`src/shared/assp_pkg.sv`:
```
/*
 Constants and carrier types of the accelerometer serial slave port.
 Assumes a single 50 MHz system clock; the serial clock is a sampled input.
*/
package assp_pkg;
	// ------------------------------------------------------------
	// Register map
	// ------------------------------------------------------------
	localparam logic [5:0] OUT_FORMAT_ADDR   = 6'h31;
	localparam int         WIRE_MODE_BIT     = 6;
	localparam logic [7:0] OUT_FORMAT_RESET  = 8'h00;
	localparam int         ADDR_W            = 6;
	localparam int         CMD_RW_BIT        = 7;
	localparam int         CMD_MULTI_BYTE_BIT = 6;
	localparam logic [2:0] BIT_LAST          = 3'h7;
	// ------------------------------------------------------------
	// Timing
	// ------------------------------------------------------------
	localparam int CLOCK_HZ        = 50000000;
	localparam int SCLK_MAX_HZ     = 5000000;
	localparam int SCLK_MIN_CYCLES = CLOCK_HZ / SCLK_MAX_HZ;
	// ------------------------------------------------------------
	// Types
	// ------------------------------------------------------------
	typedef enum logic [2:0] {
		ASSP_IDLE = 3'b001,
		ASSP_CMD  = 3'b010,
		ASSP_DATA = 3'b100
	} assp_state_e;

	typedef struct packed {
		logic             write;
		logic [ADDR_W-1:0] addr;
		logic [7:0]       data;
	} assp_wr_s;
endpackage

```
`src/rtl/assp_port.sv`:
```
/*
 Serial slave port: mode-3 SPI slave (3 or 4 wire) with register auto-increment.
 Assumes the register storage sits outside and answers rd_data combinationally
 from rd_addr; the two-wire engine sits outside and is enabled by twi_enable.
*/
// Behaviour
// - Slave only; chip-select high selects two-wire mode, low runs SPI.
// - Bit 6 of register 0x31 chooses 3-wire when set, 4-wire when clear.
// - Outputs change on falling clock edge; inputs sampled on rising edge.
// - With multi-byte flag set, address advances after every data byte.
// - Serial output stops being driven once chip-select rises.
// - While chip-select is high the two-wire slave watches the lines.
`timescale 1ns/1ps
module assp_port
	import assp_pkg::*;
(
	// System
	input  wire logic              clock,
	input  wire logic              rst,
	// Serial pins
	input  wire logic              cs_n,
	input  wire logic              sclk,
	input  wire logic              sdi,
	output logic                   sdo,
	output logic                   sdo_oe,
	input  wire logic              sdio_in,
	output logic                   sdio_out,
	output logic                   sdio_oe,
	// Two-wire engine enable
	output logic                   twi_enable,
	// Register access
	output logic [ADDR_W-1:0]      rd_addr,
	input  wire logic [7:0]        rd_data,
	output assp_wr_s               wr,
	output logic                   wr_valid
);
	// ------------------------------------------------------------
	// Input synchronisers
	// ------------------------------------------------------------
	logic [1:0] cs_sync_reg;
	logic [1:0] sclk_sync_reg;
	logic [1:0] sdi_sync_reg;
	logic [1:0] sdio_sync_reg;
	logic       sclk_prev_reg;
	always_ff @(posedge clock or posedge rst) begin
		if (rst) begin
			cs_sync_reg   <= 2'h3;
			sclk_sync_reg <= 2'h3;
			sdi_sync_reg  <= 2'h3;
			sdio_sync_reg <= 2'h3;
			sclk_prev_reg <= 1'b1;
		end else begin
			cs_sync_reg   <= {cs_sync_reg[0], cs_n};
			sclk_sync_reg <= {sclk_sync_reg[0], sclk};
			sdi_sync_reg  <= {sdi_sync_reg[0], sdi};
			sdio_sync_reg <= {sdio_sync_reg[0], sdio_in};
			sclk_prev_reg <= sclk_sync_reg[1];
		end
	end

	// ------------------------------------------------------------
	// Decode
	// ------------------------------------------------------------
	logic        cs_act;
	logic        rise;
	logic        fall;
	logic        three_wire;
	logic        din;
	logic [7:0]  fmt_reg;
	assign cs_act     = ~cs_sync_reg[1];
	assign rise       = cs_act & sclk_sync_reg[1] & ~sclk_prev_reg;
	assign fall       = cs_act & ~sclk_sync_reg[1] & sclk_prev_reg;
	assign three_wire = fmt_reg[WIRE_MODE_BIT];
	assign din        = three_wire ? sdio_sync_reg[1] : sdi_sync_reg[1];
	assign twi_enable = cs_sync_reg[1];

	// ------------------------------------------------------------
	// Shifter and sequencer
	// ------------------------------------------------------------
	assp_state_e       state_reg;
	assp_state_e       state_next;
	logic [2:0]        cnt_reg;
	logic [7:0]        sh_reg;
	logic [7:0]        tx_reg;
	logic              read_reg;
	logic              multi_byte_flag_reg;
	logic              out_reg;
	logic              drive_reg;
	logic [ADDR_W-1:0] addr_reg;
	logic [7:0]        byte_in;
	logic              byte_done;
	assign byte_in   = {sh_reg[6:0], din};
	assign byte_done = rise & (cnt_reg == BIT_LAST);
	assign rd_addr   = addr_reg;

	always_comb begin
		state_next = state_reg;
		case (state_reg)
			ASSP_IDLE: state_next = cs_act ? ASSP_CMD : ASSP_IDLE;
			ASSP_CMD:  state_next = byte_done ? ASSP_DATA : ASSP_CMD;
			ASSP_DATA: state_next = ASSP_DATA;
			default:   state_next = ASSP_IDLE;
		endcase
		if (!cs_act) begin
			state_next = ASSP_IDLE;
		end
	end

	always_ff @(posedge clock or posedge rst) begin
		if (rst) begin
			state_reg <= ASSP_IDLE;
			cnt_reg   <= 3'h0;
			sh_reg    <= 8'h00;
			read_reg  <= 1'b0;
			multi_byte_flag_reg <= 1'b0;
			addr_reg  <= '0;
		end else begin
			state_reg <= state_next;
			if (!cs_act) begin
				cnt_reg <= 3'h0;
			end else if (rise) begin
				cnt_reg <= cnt_reg + 3'h1;
				sh_reg  <= byte_in;
			end
			if (byte_done && state_reg == ASSP_CMD) begin
				read_reg <= byte_in[CMD_RW_BIT];
				multi_byte_flag_reg <= byte_in[CMD_MULTI_BYTE_BIT];
				addr_reg <= byte_in[ADDR_W-1:0];
			end else if (byte_done && state_reg == ASSP_DATA && multi_byte_flag_reg) begin
				addr_reg <= addr_reg + 6'h01;
			end
		end
	end

	// Write strobe and the port's own wire-mode bit.
	always_ff @(posedge clock or posedge rst) begin
		if (rst) begin
			wr       <= '0;
			wr_valid <= 1'b0;
			fmt_reg  <= OUT_FORMAT_RESET;
		end else begin
			wr_valid <= byte_done && state_reg == ASSP_DATA && !read_reg;
			if (byte_done && state_reg == ASSP_DATA && !read_reg) begin
				wr <= '{write: 1'b1, addr: addr_reg, data: byte_in};
				if (addr_reg == OUT_FORMAT_ADDR) begin
					fmt_reg <= byte_in;
				end
			end
		end
	end

	// ------------------------------------------------------------
	// Output shifter
	// ------------------------------------------------------------
	logic data_phase;
	assign data_phase = (state_reg == ASSP_DATA) & read_reg;
	always_ff @(posedge clock or posedge rst) begin
		if (rst) begin
			tx_reg    <= 8'h00;
			out_reg   <= 1'b0;
			drive_reg <= 1'b0;
		end else if (!cs_act) begin
			drive_reg <= 1'b0;
		end else if (fall) begin
			if (cnt_reg == 3'h0 && data_phase) begin
				out_reg <= rd_data[7];
				tx_reg  <= {rd_data[6:0], 1'b0};
			end else begin
				out_reg <= tx_reg[7];
				tx_reg  <= {tx_reg[6:0], 1'b0};
			end
			drive_reg <= data_phase | ~three_wire;
		end
	end
	assign sdo      = out_reg;
	assign sdo_oe   = drive_reg & ~three_wire & cs_act;
	assign sdio_out = out_reg;
	assign sdio_oe  = drive_reg & three_wire & data_phase & cs_act;
endmodule // assp_port

```
`config.mk`:
```
export PLATFORM = sky130hd
export DESIGN_NAME = assp_port
export DESIGN_NICKNAME = d
export VERILOG_FILES = /design/src/shared/assp_pkg.sv /design/src/rtl/assp_port.sv
export SDC_FILE = /design/constraint.sdc
export NUM_CORES = 1
export LEC_CHECK = 0
export BUFFER_PORTS_ARGS = -buffer_cell sky130_fd_sc_hd__buf_4
export CORE_MARGIN = 5
export CORE_UTILIZATION = 40
export CTS_BUF_LIST = sky130_fd_sc_hd__clkbuf_8
export CTS_CLUSTER_DIAMETER = 30
export DETAILED_ROUTE_END_ITERATION = 16
export PLACE_DENSITY = 0.59
export SLEW_MARGIN = 20
export SYNTH_ARGS = -nofsm -noshare
export SYNTH_HDL_FRONTEND = slang
export SYNTH_SLANG_ARGS = --single-unit
```
`constraint.sdc`:
```
create_clock -name clock -period 2.5 [get_ports clock]
set_input_delay 0 -clock clock [delete_from_list [all_inputs] [get_ports clock]]
set_output_delay 0 -clock clock [all_outputs]
set_load 0.005 [all_outputs]
```
==> results.md, run 1 <==
* Required time reported for the critical path endpoint at 2.70 ns
* Clock root buffer master: sky130_fd_sc_hd__clkbuf_8
* Number of flip-flops under the largest register name at 15
* FFs w/ async S/R, synth at 1.000
* Remaining antenna violation count at 0
* Power Internal at 1.331 mW
* Number of instances resized during post-cts repair at 0
* Sequential area share after synthesis at 0.5873
* Placed Area at 0.002791 sq mm
* Status: finished clean
* Layout-stage area growth over the synthesis result at 24.90%
* TritonCTS buffer count at 5
* Post-placement worst setup slack at 0.5775 ns
* Number of storage elements in the synthesis netlist at 56
* Switching Share at 0.2599
* Filler cells at 552
* # Max-Cap Violations at 0
* Post-route setup slack at 0.5581 ns
* Category of the critical setup timing path: reg -> reg
* Max-slew violation count at 0
* Clk pin slew, worst setup/hold paths at 0.10 ns
* Yosys warning count at 0
* Worst-case clock skew at 0.007004 ns
* Post-Place Cells at 303
* Final std cells w/o fill at 323
* Number of nets in the layout at 266
* Final weighted congestion in routability-driven placement at 0.7206
* Most instantiated flip-flop cell in the synthesis netlist: sky130_fd_sc_hd__dfrtp_1
* Startpoint type of the worst setup path: flip-flop
* Maximum count of clock buffers along a single path at 2
* Type of destination of the critical path: flip-flop
* Final design utilization at 0.5108
* Data arrival time of the critical path at 2.14 ns
* Leakage power total at 1.447 nW
* Number of top-level design ports at 41
* Maximum number of pins on one net before global-route repair at 57
* Diode count at 0
* Wire length of the first global-routing pass at 7.990 mm
* Vias post-DR at 1594
* Number of cells on the worst reg-to-reg path at 7
* Routed wire length at 4.566 mm
* Net Sw Power at 0.4672 mW
* Clock network fraction of design power at 0.285
* Part of the total power dissipated in sequential elements at 0.606
* Worst-skew pair later-pin latency at 0.31 ns
* 1st-pass router iterations at 4
* Post-Syn Area per Cell at 12.60 sq um
* Number of global-route vias before repair at 1643
* Setup repair after global routing missed its margin: no
* Slew at the pin closest to its max-slew limit at 0.6972 ns
* Flop-to-flop setup slack at 0.56 ns
* CTS Sinks at 56
* Sum of overflow across all layers after global routing at 0
* Starting utilization of the core area at 0.4090
* Timing startpoint of the critical path: cnt_reg[0]
* FF-to-FF End: fmt_reg[6]
* Routed wirelength normalized by instance count at 14.14 um
* Final standard cell area without fillers at 0.003007 sq mm
* Height of the chip at 87.58 um
* Total negative slack for setup checks at 0 ns
* Type of the worst min-delay path: in -> reg
* Worst slew slack as a fraction of its limit at 0.5352
* Power per cell area at 598.0 mW/mm^2
* Cells after synthesis at 191
* CTS H-Tree Depth at 2
* Maximum frequency from static timing analysis at 0.5150 GHz
* Final critical path time including I/O delays and setup at 1.942 ns
* Commonest cells after routing, fill and taps aside: sky130_fd_sc_hd__dfrtp_1, sky130_fd_sc_hd__buf_4, sky130_fd_sc_hd__mux2_2
* Maximum fanout along the worst path at 18
* I/O Buffers at 40
* DPL Wire Length at 3.060 mm
* Proportion of layout cells with a drive suffix above 1 at 0.3790
* Hold violation total from the final report at 0
* Vias/cell at 4.935
* DR iter-0 viols at 52
* Fraction of the cycle the final worst path needs at 0.7768
* Final setup viols at 0
* Hold-critical path endpoint: tx_reg[3]
* Mapped cell area at 0.002407 sq mm
* Die footprint at 0.007669 sq mm
* Number of standard-cell rows in the floorplan at 28
* Area inside the core boundary at 0.005886 sq mm
* Worst hold stages at 3
* Horiz. Die Dim at 87.58 um
* Synth Net Count at 210
* Gate power share at 0.108
* Total track usage at 0.1325
* Post-route DRC violation count at 0
* Number of antenna violations at the first check in global routing at 0
* Clock tree from TritonCTS: done
* Number of library cell types mapped by synthesis at 38
* Highest ir drop seen on vdd at 364.5 uV
* Reg2Reg Launch Point: cnt_reg[0]
* Origin of the worst min-delay path: rd_data[2]
* EDFF count, synth at 0
[routing by layer]
| layer | wire length (um) | up-vias | global-route usage |
|---|---|---|---|
| met3 | 197 | 4 | 0.03481 |
| li1 | - | 776 | - |
| met2 | 2255 | 31 | 0.2205 |
| met1 | 2081 | 783 | 0.1765 |
| met5 | 0 | - | 0 |
| met4 | 31 | 0 | 0.02510 |
[critical path, stage by stage, from the launching register on]
cell and delay (ns):
sky130_fd_sc_hd__dfrtp_1 0.41, sky130_fd_sc_hd__ha_1 0.17, sky130_fd_sc_hd__ha_1 0.15, sky130_fd_sc_hd__nand4bb_2 0.24
sky130_fd_sc_hd__nor3_4 0.17, sky130_fd_sc_hd__buf_4 0.27, sky130_fd_sc_hd__nand3_2 0.12, sky130_fd_sc_hd__mux2_4 0.30
[synth_stat cells (3+ instances only)]
library cell	instances	area, sq um
sky130_fd_sc_hd__nor2b_1	4	25.02
sky130_fd_sc_hd__dfstp_2	10	262.8
sky130_fd_sc_hd__mux2_2	20	225.2
sky130_fd_sc_hd__clkbuf_1	4	15.01
sky130_fd_sc_hd__a211oi_1	3	22.52
sky130_fd_sc_hd__nand2b_1	4	25.02
sky130_fd_sc_hd__a21oi_1	11	55.05
sky130_fd_sc_hd__o21ai_0	5	25.02
sky130_fd_sc_hd__mux2i_1	12	120.1
sky130_fd_sc_hd__nand2_1	7	26.28
sky130_fd_sc_hd__nor2_1	16	60.06
sky130_fd_sc_hd__dfrtp_1	46	1151
sky130_fd_sc_hd__nor3_1	5	25.02
sky130_fd_sc_hd__ha_1	5	62.56
sky130_fd_sc_hd__inv_1	9	33.78
[timing repair]
action                    in CTS  in global routing
hold buffers                  12                  0
hold endpoints to repair      57                  0
buffers inserted               0                  0
[worst max-delay path by stage]
stage | endpoint | slack, ns | cells past startpoint
CTS | fmt_reg[6] | 0.56 | 7
detailed placement | fmt_reg[6] | 0.58 | 7
floorplan | wr[13] | 0.66 | 6
finish | fmt_reg[6] | 0.56 | 7
global route | rd_addr[5] | 0.42 | 7
global placement | fmt_reg[6] | 0.64 | 7
[cell families (layout without fill, tap and decap cells)]
| group | after synthesis | count (layout) | share of synthesized area |
|---|---|---|---|
| AOI/OAI and AO/OA | 25 | 25 | 0.06237 |
| adders and majority gates | 5 | 5 | 0.02599 |
| DFF | 56 | 56 | 0.5873 |
| muxes | 33 | 33 | 0.1497 |
| buffers and inverters | 18 | 75 | 0.03690 |
| and+or+nand+nor | 52 | 52 | 0.1305 |
| xor gates and xnor gates | 2 | 2 | 0.007278 |
[power by group through the flow]
stage          sequential (mW)  combinational, mW  clock, mW
6_report                  1.09              0.195      0.513
2_1_floorplan             1.08              0.139          0
5_1_grt                   1.11              0.224      0.573
3_3_place_gp              1.11              0.179          0
3_5_place_dp              1.11              0.184          0
4_1_cts                   1.09              0.199      0.537
[metrics by stage]
step           power (mW)  hold WS [ns]
2_1_floorplan       1.216      0.004478
3_3_place_gp        1.288        0.1089
3_5_place_dp        1.295        0.1103
4_1_cts             1.830      0.002114
5_1_grt             1.903       0.01010
6_report            1.798       0.01211
[layout make-up]
type / instances / area [sq um] / share of cell area
timing repair buffer: 58 / 465.4 / 0.1548
clock inverter: 3 / 26.28 / 0.008739
tap: 75 / 93.84 / 0.03121
clock buffer: 5 / 68.82 / 0.02289
inverter: 9 / 33.78 / 0.01124
multi-input combinational: 117 / 904.6 / 0.3009
sequential: 56 / 1414 / 0.4702
Note: power is estimated with default switching activity, not from simulation.
==> inputs of run 2 (changes only) <==
==> constraint.sdc (replaced) <==
create_clock -name clock -period 1.9 [get_ports clock]
set_input_delay 0 -clock clock [delete_from_list [all_inputs] [get_ports clock]]
set_output_delay 0 -clock clock [all_outputs]
set_load 0.005 [all_outputs]
==> results.md, run 2 (synthesis gave the netlist of run 1 again) <==
* Status: finished clean (unchanged)
* Worst slew slack as a fraction of its limit at 0.7628 (was 0.5352)
* Worst-case clock skew at 0.006235 ns (was 0.007004 ns)
* Leakage power total at 1.502 nW (was 1.447 nW)
* Origin of the worst min-delay path: rd_data[2] (unchanged)
* Starting utilization of the core area at 0.4090 (unchanged)
* Maximum fanout along the worst path at 5 (was 18)
* Timing startpoint of the critical path: cnt_reg[0] (unchanged)
* Final weighted congestion in routability-driven placement at 0.8125 (was 0.7206)
* Vias post-DR at 1611 (was 1594)
* Final critical path time including I/O delays and setup at 1.808 ns (was 1.942 ns)
* I/O Buffers at 40 (unchanged)
* Power per cell area at 750.8 mW/mm^2 (was 598.0 mW/mm^2)
* Slew at the pin closest to its max-slew limit at 0.3459 ns (was 0.6972 ns)
* TritonCTS buffer count at 5 (unchanged)
* Wire length of the first global-routing pass at 7.969 mm (was 7.990 mm)
* Largest incremental delay on the critical path at 0.56 ns (was 0.41 ns)
* DR iter-0 viols at 61 (was 52)
* Number of top-level design ports at 41 (unchanged)
* Commonest cells after routing, fill and taps aside: sky130_fd_sc_hd__buf_4, sky130_fd_sc_hd__dfrtp_1, sky130_fd_sc_hd__mux2_2 (was sky130_fd_sc_hd__dfrtp_1, sky130_fd_sc_hd__buf_4, sky130_fd_sc_hd__mux2_2)
* Total track usage at 0.1330 (was 0.1325)
* Most common library cell in the layout ignoring fill and taps: sky130_fd_sc_hd__buf_4
* Flop-to-flop setup slack at 0.09 ns (was 0.56 ns)
* Category of the critical setup timing path: reg -> reg (unchanged)
* Final setup viols at 0 (unchanged)
* Final std cells w/o fill at 332 (was 323)
* Post-route setup slack at 0.09213 ns (was 0.5581 ns)
* Number of flip-flops under the largest register name at 15 (unchanged)
* Worst-skew pair later-pin latency at 0.31 ns (about the same)
* Hold-critical path endpoint: tx_reg[3] (unchanged)
* Vias/cell at 4.852 (was 4.935)
* Cell with the most instances on the worst path: sky130_fd_sc_hd__ha_1 (unchanged)
* Max-slew violation count at 0 (unchanged)
* Number of nets in the layout at 275 (was 266)
* Type of destination of the critical path: flip-flop (unchanged)
* Buf/Inv on CP at 0 (was 1)
* # Max-Cap Violations at 0 (unchanged)
* Clock tree from TritonCTS: done (unchanged)
* Clock root buffer master: sky130_fd_sc_hd__clkbuf_8 (unchanged)
* Post-route DRC violation count at 0 (unchanged)
* Number of cells on the worst reg-to-reg path at 6 (was 7)
* Diode count at 0 (unchanged)
* Maximum number of pins on one net before global-route repair at 43 (was 57)
* Required time reported for the critical path endpoint at 2.09 ns (was 2.70 ns)
* Final standard cell area without fillers at 0.003115 sq mm (was 0.003007 sq mm)
* Placed Area at 0.002869 sq mm (was 0.002791 sq mm)
* Height of the chip at 87.58 um (unchanged)
* Highest ir drop seen on vdd at 532.7 uV (was 364.5 uV)
* Clk pin slew, worst setup/hold paths at 0.10 ns (about the same)
* Type of the worst min-delay path: in -> reg (unchanged)
* Die footprint at 0.007669 sq mm (unchanged)
* Maximum count of clock buffers along a single path at 2 (unchanged)
* Number of global-route vias before repair at 1679 (was 1643)
* Sum of overflow across all layers after global routing at 0 (unchanged)
* Routed wire length at 4.696 mm (was 4.566 mm)
* FF-to-FF End: rd_addr[4] (was fmt_reg[6])
* Routed wirelength normalized by instance count at 14.14 um (about the same)
* CTS Sinks at 56 (unchanged)
* Fraction of the cycle the final worst path needs at 0.9515 (was 0.7768)
* Horiz. Die Dim at 87.58 um (unchanged)
* CTS H-Tree Depth at 2 (unchanged)
* Post-Place Cells at 310 (was 303)
* Number of standard-cell rows in the floorplan at 28 (unchanged)
* Proportion of layout cells with a drive suffix above 1 at 0.4047 (was 0.3790)
* Maximum frequency from static timing analysis at 0.5531 GHz (was 0.5150 GHz)
* Area inside the core boundary at 0.005886 sq mm (unchanged)
* Total power at 2.339 mW (was 1.798 mW)
* CP Cell Sequence: ha_1, ha_1, nand4bb_4, or3_2, mux2i_1, o21ai_0 (was ha_1, ha_1, nand4bb_2, nor3_4, buf_4, nand3_2, mux2_4)
* Startpoint type of the worst setup path: flip-flop (unchanged)
* Hold violation total from the final report at 0 (unchanged)
* 1st-pass router iterations at 4 (unchanged)
* Cell family contributing the most delay on the critical path: simple AND/OR/NAND/NOR gates (unchanged)
* Critical path's slowest cell: sky130_fd_sc_hd__or3_2 (was sky130_fd_sc_hd__dfrtp_1)
* Total negative slack for setup checks at 0 ns (unchanged)
* Post-placement worst setup slack at 0.04872 ns (was 0.5775 ns)
* DPL Wire Length at 3.183 mm (was 3.060 mm)
* Data arrival time of the critical path at 2.00 ns (was 2.14 ns)
* Reg2Reg Launch Point: cnt_reg[0] (unchanged)
* Worst hold stages at 3 (unchanged)
* Layout-stage area growth over the synthesis result at 29.42% (was 24.90%)
* Number of antenna violations at the first check in global routing at 0 (unchanged)
* Remaining antenna violation count at 0 (unchanged)
-- run 2: cell count changes in the layout (fill, tap and decap cells not counted) --
cell                              previous run  this run
sky130_fd_sc_hd__clkinv_2                    0         2
sky130_fd_sc_hd__nor3_1                      5         4
sky130_fd_sc_hd__buf_4                      46        51
sky130_fd_sc_hd__nor3_2                      0         1
sky130_fd_sc_hd__buf_6                       0         1
sky130_fd_sc_hd__nand4bb_4                   0         1
sky130_fd_sc_hd__clkdlybuf4s15_2             0         1
sky130_fd_sc_hd__buf_12                      0         2
sky130_fd_sc_hd__nand4bb_2                   1         0
sky130_fd_sc_hd__inv_6                       2         0
-- run 2: layout make-up --
type                       instances  area (sq um)
fill                             529          2770
sequential                        56          1414
multi-input combinational        117         920.9
timing repair buffer              67         565.5
tap                               75         93.84
clock buffer                       5         68.82
inverter                           9         33.78
clock inverter                     3         18.77
-- run 2: per-layer routing --
| metal | routed length (um) | global-route usage |
|---|---|---|
| met1 | 2156 | 0.1752 |
| met2 | 2283 | 0.2116 |
| met3 | 188 | 0.03198 |
| met4 | 68 | 0.05439 |
| met5 | 0 | 0 |
-- run 2: worst reg2reg max path: stages, from the launching register on --
cell	delay, ns
sky130_fd_sc_hd__dfrtp_1	0.36
sky130_fd_sc_hd__ha_1	0.15
sky130_fd_sc_hd__ha_1	0.19
sky130_fd_sc_hd__nand4bb_4	0.19
sky130_fd_sc_hd__or3_2	0.56
sky130_fd_sc_hd__mux2i_1	0.15
sky130_fd_sc_hd__o21ai_0	0.10
-- run 2: power breakdown --
part,leakage (nW),internal (mW),total (mW),switching (mW)
registers,0.702,1.32,1.43,0.110
clock network,0.0479,0.258,0.635,0.377
logic,0.751,0.164,0.270,0.107
total,1.50,1.74,2.34,0.594
-- run 2: per-stage QoR --
stage	util	hold WS [ns]
finish	0.5293	0.01702
global route	0.5293	0.03170
CTS	0.5227	0.01773
detailed placement	0.4875	-0.003185
global placement	0.4875	-0.003173
floorplan	-	0.004478
-- run 2: timing repair --
action / CTS / global route
hold endpoints to repair: 25 / 0
resized for setup: 0 / 3
buffers inserted: 0 / 1
endpoints found under the setup margin: 0 / 18
hold buffers: 12 / 0
-- run 2: worst max-delay path by stage --
stage | end | slack (ns) | cells past startpoint
after floorplan | wr[13] | 0.06 | 6
after global placement | rd_addr[5] | 0.12 | 7
after detailed placement | rd_addr[5] | 0.05 | 7
after CTS | rd_addr[4] | 0.04 | 6
after global routing | rd_addr[5] | -0.02 | 7
final | rd_addr[4] | 0.09 | 6
==> inputs of run 3 (changes only) <==
--- a/config.mk
+++ b/config.mk
@@ -11,7 +11,7 @@
 export CTS_BUF_LIST = sky130_fd_sc_hd__clkbuf_8
 export CTS_CLUSTER_DIAMETER = 30
 export DETAILED_ROUTE_END_ITERATION = 16
-export PLACE_DENSITY = 0.59
+export PLACE_DENSITY_LB_ADDON = 0.25
 export SLEW_MARGIN = 20
 export SYNTH_ARGS = -nofsm -noshare
 export SYNTH_HDL_FRONTEND = slang
==> results.md, run 3 (synthesis gave the netlist of run 1 again) <==
* Status: finished clean (unchanged)
* Post-Place Cells at 311 (was 310)
* Horiz. Die Dim at 87.58 um (unchanged)
* 1st-pass router iterations at 4 (unchanged)
* Proportion of layout cells with a drive suffix above 1 at 0.4131 (was 0.4047)
* Power per cell area at 763.0 mW/mm^2 (was 750.8 mW/mm^2)
* Worst-case clock skew at 0.005363 ns (was 0.006235 ns)
* Sum of overflow across all layers after global routing at 0 (unchanged)
* Number of standard-cell rows in the floorplan at 28 (unchanged)
* Type of the worst min-delay path: in -> reg (unchanged)
* Cell family contributing the most delay on the critical path: simple AND/OR/NAND/NOR gates (unchanged)
* Type of destination of the critical path: flip-flop (unchanged)
* Total track usage at 0.1280 (was 0.1330)
* Total negative slack for setup checks at 0 ns (unchanged)
* Worst-skew pair later-pin latency at 0.30 ns (was 0.31 ns)
* Final weighted congestion in routability-driven placement at 0.7541 (was 0.8125)
* Max-slew violation count at 0 (unchanged)
* # Max-Cap Violations at 0 (unchanged)
* Final critical path time including I/O delays and setup at 1.801 ns (was 1.808 ns)
* DPL Wire Length at 3.179 mm (was 3.183 mm)
* Largest incremental delay on the critical path at 0.36 ns (was 0.56 ns)
* Final std cells w/o fill at 334 (was 332)
* Vias/cell at 4.817 (was 4.852)
* Area inside the core boundary at 0.005886 sq mm (unchanged)
* Maximum fanout along the worst path at 7 (was 5)
* Number of global-route vias before repair at 1647 (was 1679)
* Data arrival time of the critical path at 1.99 ns (was 2.00 ns)
* Buf/Inv on CP at 1 (was 0)
* Maximum frequency from static timing analysis at 0.5552 GHz (was 0.5531 GHz)
* Maximum number of pins on one net before global-route repair at 57 (was 43)
* Number of top-level design ports at 41 (unchanged)
* Clock tree from TritonCTS: done (unchanged)
* I/O Buffers at 40 (unchanged)
* DR iter-0 viols at 43 (was 61)
* Startpoint type of the worst setup path: flip-flop (unchanged)
* CTS H-Tree Depth at 2 (unchanged)
* Highest ir drop seen on vdd at 306.5 uV (was 532.7 uV)
* Routed wirelength normalized by instance count at 13.68 um (was 14.14 um)
* Vias post-DR at 1609 (was 1611)
* Clock root buffer master: sky130_fd_sc_hd__clkbuf_8 (unchanged)
* Leakage power total at 1.507 nW (was 1.502 nW)
* Final setup viols at 0 (unchanged)
* Layout-stage area growth over the synthesis result at 28.79% (was 29.42%)
* Placed Area at 0.002851 sq mm (was 0.002869 sq mm)
* Total power at 2.366 mW (was 2.339 mW)
* Fraction of the cycle the final worst path needs at 0.9479 (was 0.9515)
* Routed wire length at 4.568 mm (was 4.696 mm)
* Worst slew slack as a fraction of its limit at 0.5384 (was 0.7628)
* Hold violation total from the final report at 0 (unchanged)
* Category of the critical setup timing path: reg -> reg (unchanged)
* Diode count at 0 (unchanged)
* Clk pin slew, worst setup/hold paths at 0.10 ns (about the same)
* Starting utilization of the core area at 0.4090 (unchanged)
* CP Cell Sequence: ha_1, ha_2, nand4bb_4, nor3_4, buf_4, mux2_2 (was ha_1, ha_1, nand4bb_4, or3_2, mux2i_1, o21ai_0)
* Commonest cells after routing, fill and taps aside: sky130_fd_sc_hd__buf_4, sky130_fd_sc_hd__dfrtp_1, sky130_fd_sc_hd__mux2_2 (unchanged)
* Setup repair after global routing missed its margin: yes
* Post-route DRC violation count at 0 (unchanged)
* Required time reported for the critical path endpoint at 2.09 ns (about the same)
* Post-placement worst setup slack at 0.001591 ns (was 0.04872 ns)
* TritonCTS buffer count at 5 (unchanged)
* Critical path's slowest cell: sky130_fd_sc_hd__dfrtp_1 (was sky130_fd_sc_hd__or3_2)
* Post-route setup slack at 0.09892 ns (was 0.09213 ns)
* Number of flip-flops under the largest register name at 15 (unchanged)
* CTS Sinks at 56 (unchanged)
* Number of nets in the layout at 277 (was 275)
* Wire length of the first global-routing pass at 7.755 mm (was 7.969 mm)
* Die footprint at 0.007669 sq mm (unchanged)
* Final standard cell area without fillers at 0.003100 sq mm (was 0.003115 sq mm)
* Number of antenna violations at the first check in global routing at 0 (unchanged)
* Most common library cell in the layout ignoring fill and taps: sky130_fd_sc_hd__buf_4 (unchanged)
* Maximum count of clock buffers along a single path at 2 (unchanged)
* Slew at the pin closest to its max-slew limit at 0.6923 ns (was 0.3459 ns)
* Height of the chip at 87.58 um (unchanged)
* Remaining antenna violation count at 0 (unchanged)
## run 3: cell types whose count changed in the layout (fill, tap and decap cells not counted), moves of 2 or more
| cell | delta |
|---|---|
| sky130_fd_sc_hd__clkinv_2 | -2 |
| sky130_fd_sc_hd__dlygate4sd3_1 | -2 |
| sky130_fd_sc_hd__buf_12 | -2 |
| sky130_fd_sc_hd__buf_4 | +8 |
## run 3: layout make-up
type,instances,area [sq um]
clock inverter,2,11.26
fill,532,2785
timing repair buffer,69,543.0
sequential,56,1414
clock buffer,6,82.58
multi-input combinational,117,922.1
inverter,9,33.78
tap,75,93.84
## run 3: path summary, 6_finish.rpt
check	start	end	slack, ns	cells past startpoint
setup / recovery	cnt_reg[1]	wr[3]	0.1	6
hold / removal	rd_data[3]	tx_reg[4]	0.008	3
setup reg to reg	cnt_reg[1]	wr[3]	0.1	6
hold reg to reg	sclk_sync_reg[0]	sclk_sync_reg[1]	0.36	0
max in group asynchronous	rst	tx_reg[2]	0.99	4
min in group asynchronous	rst	wr[7]	0.43	4
## run 3: repair_timing
| item | CTS | global route |
|---|---|---|
| setup endpoints to repair | 9 | 14 |
| endpoints found under the hold margin | 55 | 0 |
| gates resized for setup | 1 | 2 |
| pin swaps | 1 | 1 |
| buffers inserted | 0 | 5 |
| hold buffers | 10 | 0 |
## run 3: report_power, final
part,internal [mW],switching [mW]
combinational,0.165,0.110
sequential,1.32,0.106
clock,0.292,0.370
total,1.78,0.586
## run 3: tightest hold or removal path: stages
cell,delay [ns]
sky130_fd_sc_hd__buf_4,0.08
sky130_fd_sc_hd__mux2i_1,0.05
sky130_fd_sc_hd__a21oi_1,0.14
## run 3: stage by stage
| stage | hold WS, ns | util |
|---|---|---|
| floorplan | 0.004478 | - |
| global placement | 0.1099 | 0.4845 |
| CTS | 0.004965 | 0.5193 |
| detailed placement | 0.1100 | 0.4845 |
| finish | 0.007632 | 0.5268 |
| global route | 0.01771 | 0.5268 |
## run 3: metal layers
layer  vias to the layer above  global-route usage  wire (um)
met4                         0             0.03766         55
met3                         6             0.03387        207
met5                         -                   0          0
li1                        797                   -          -
met1                       774              0.1765       2189
met2                        32              0.1993       2116
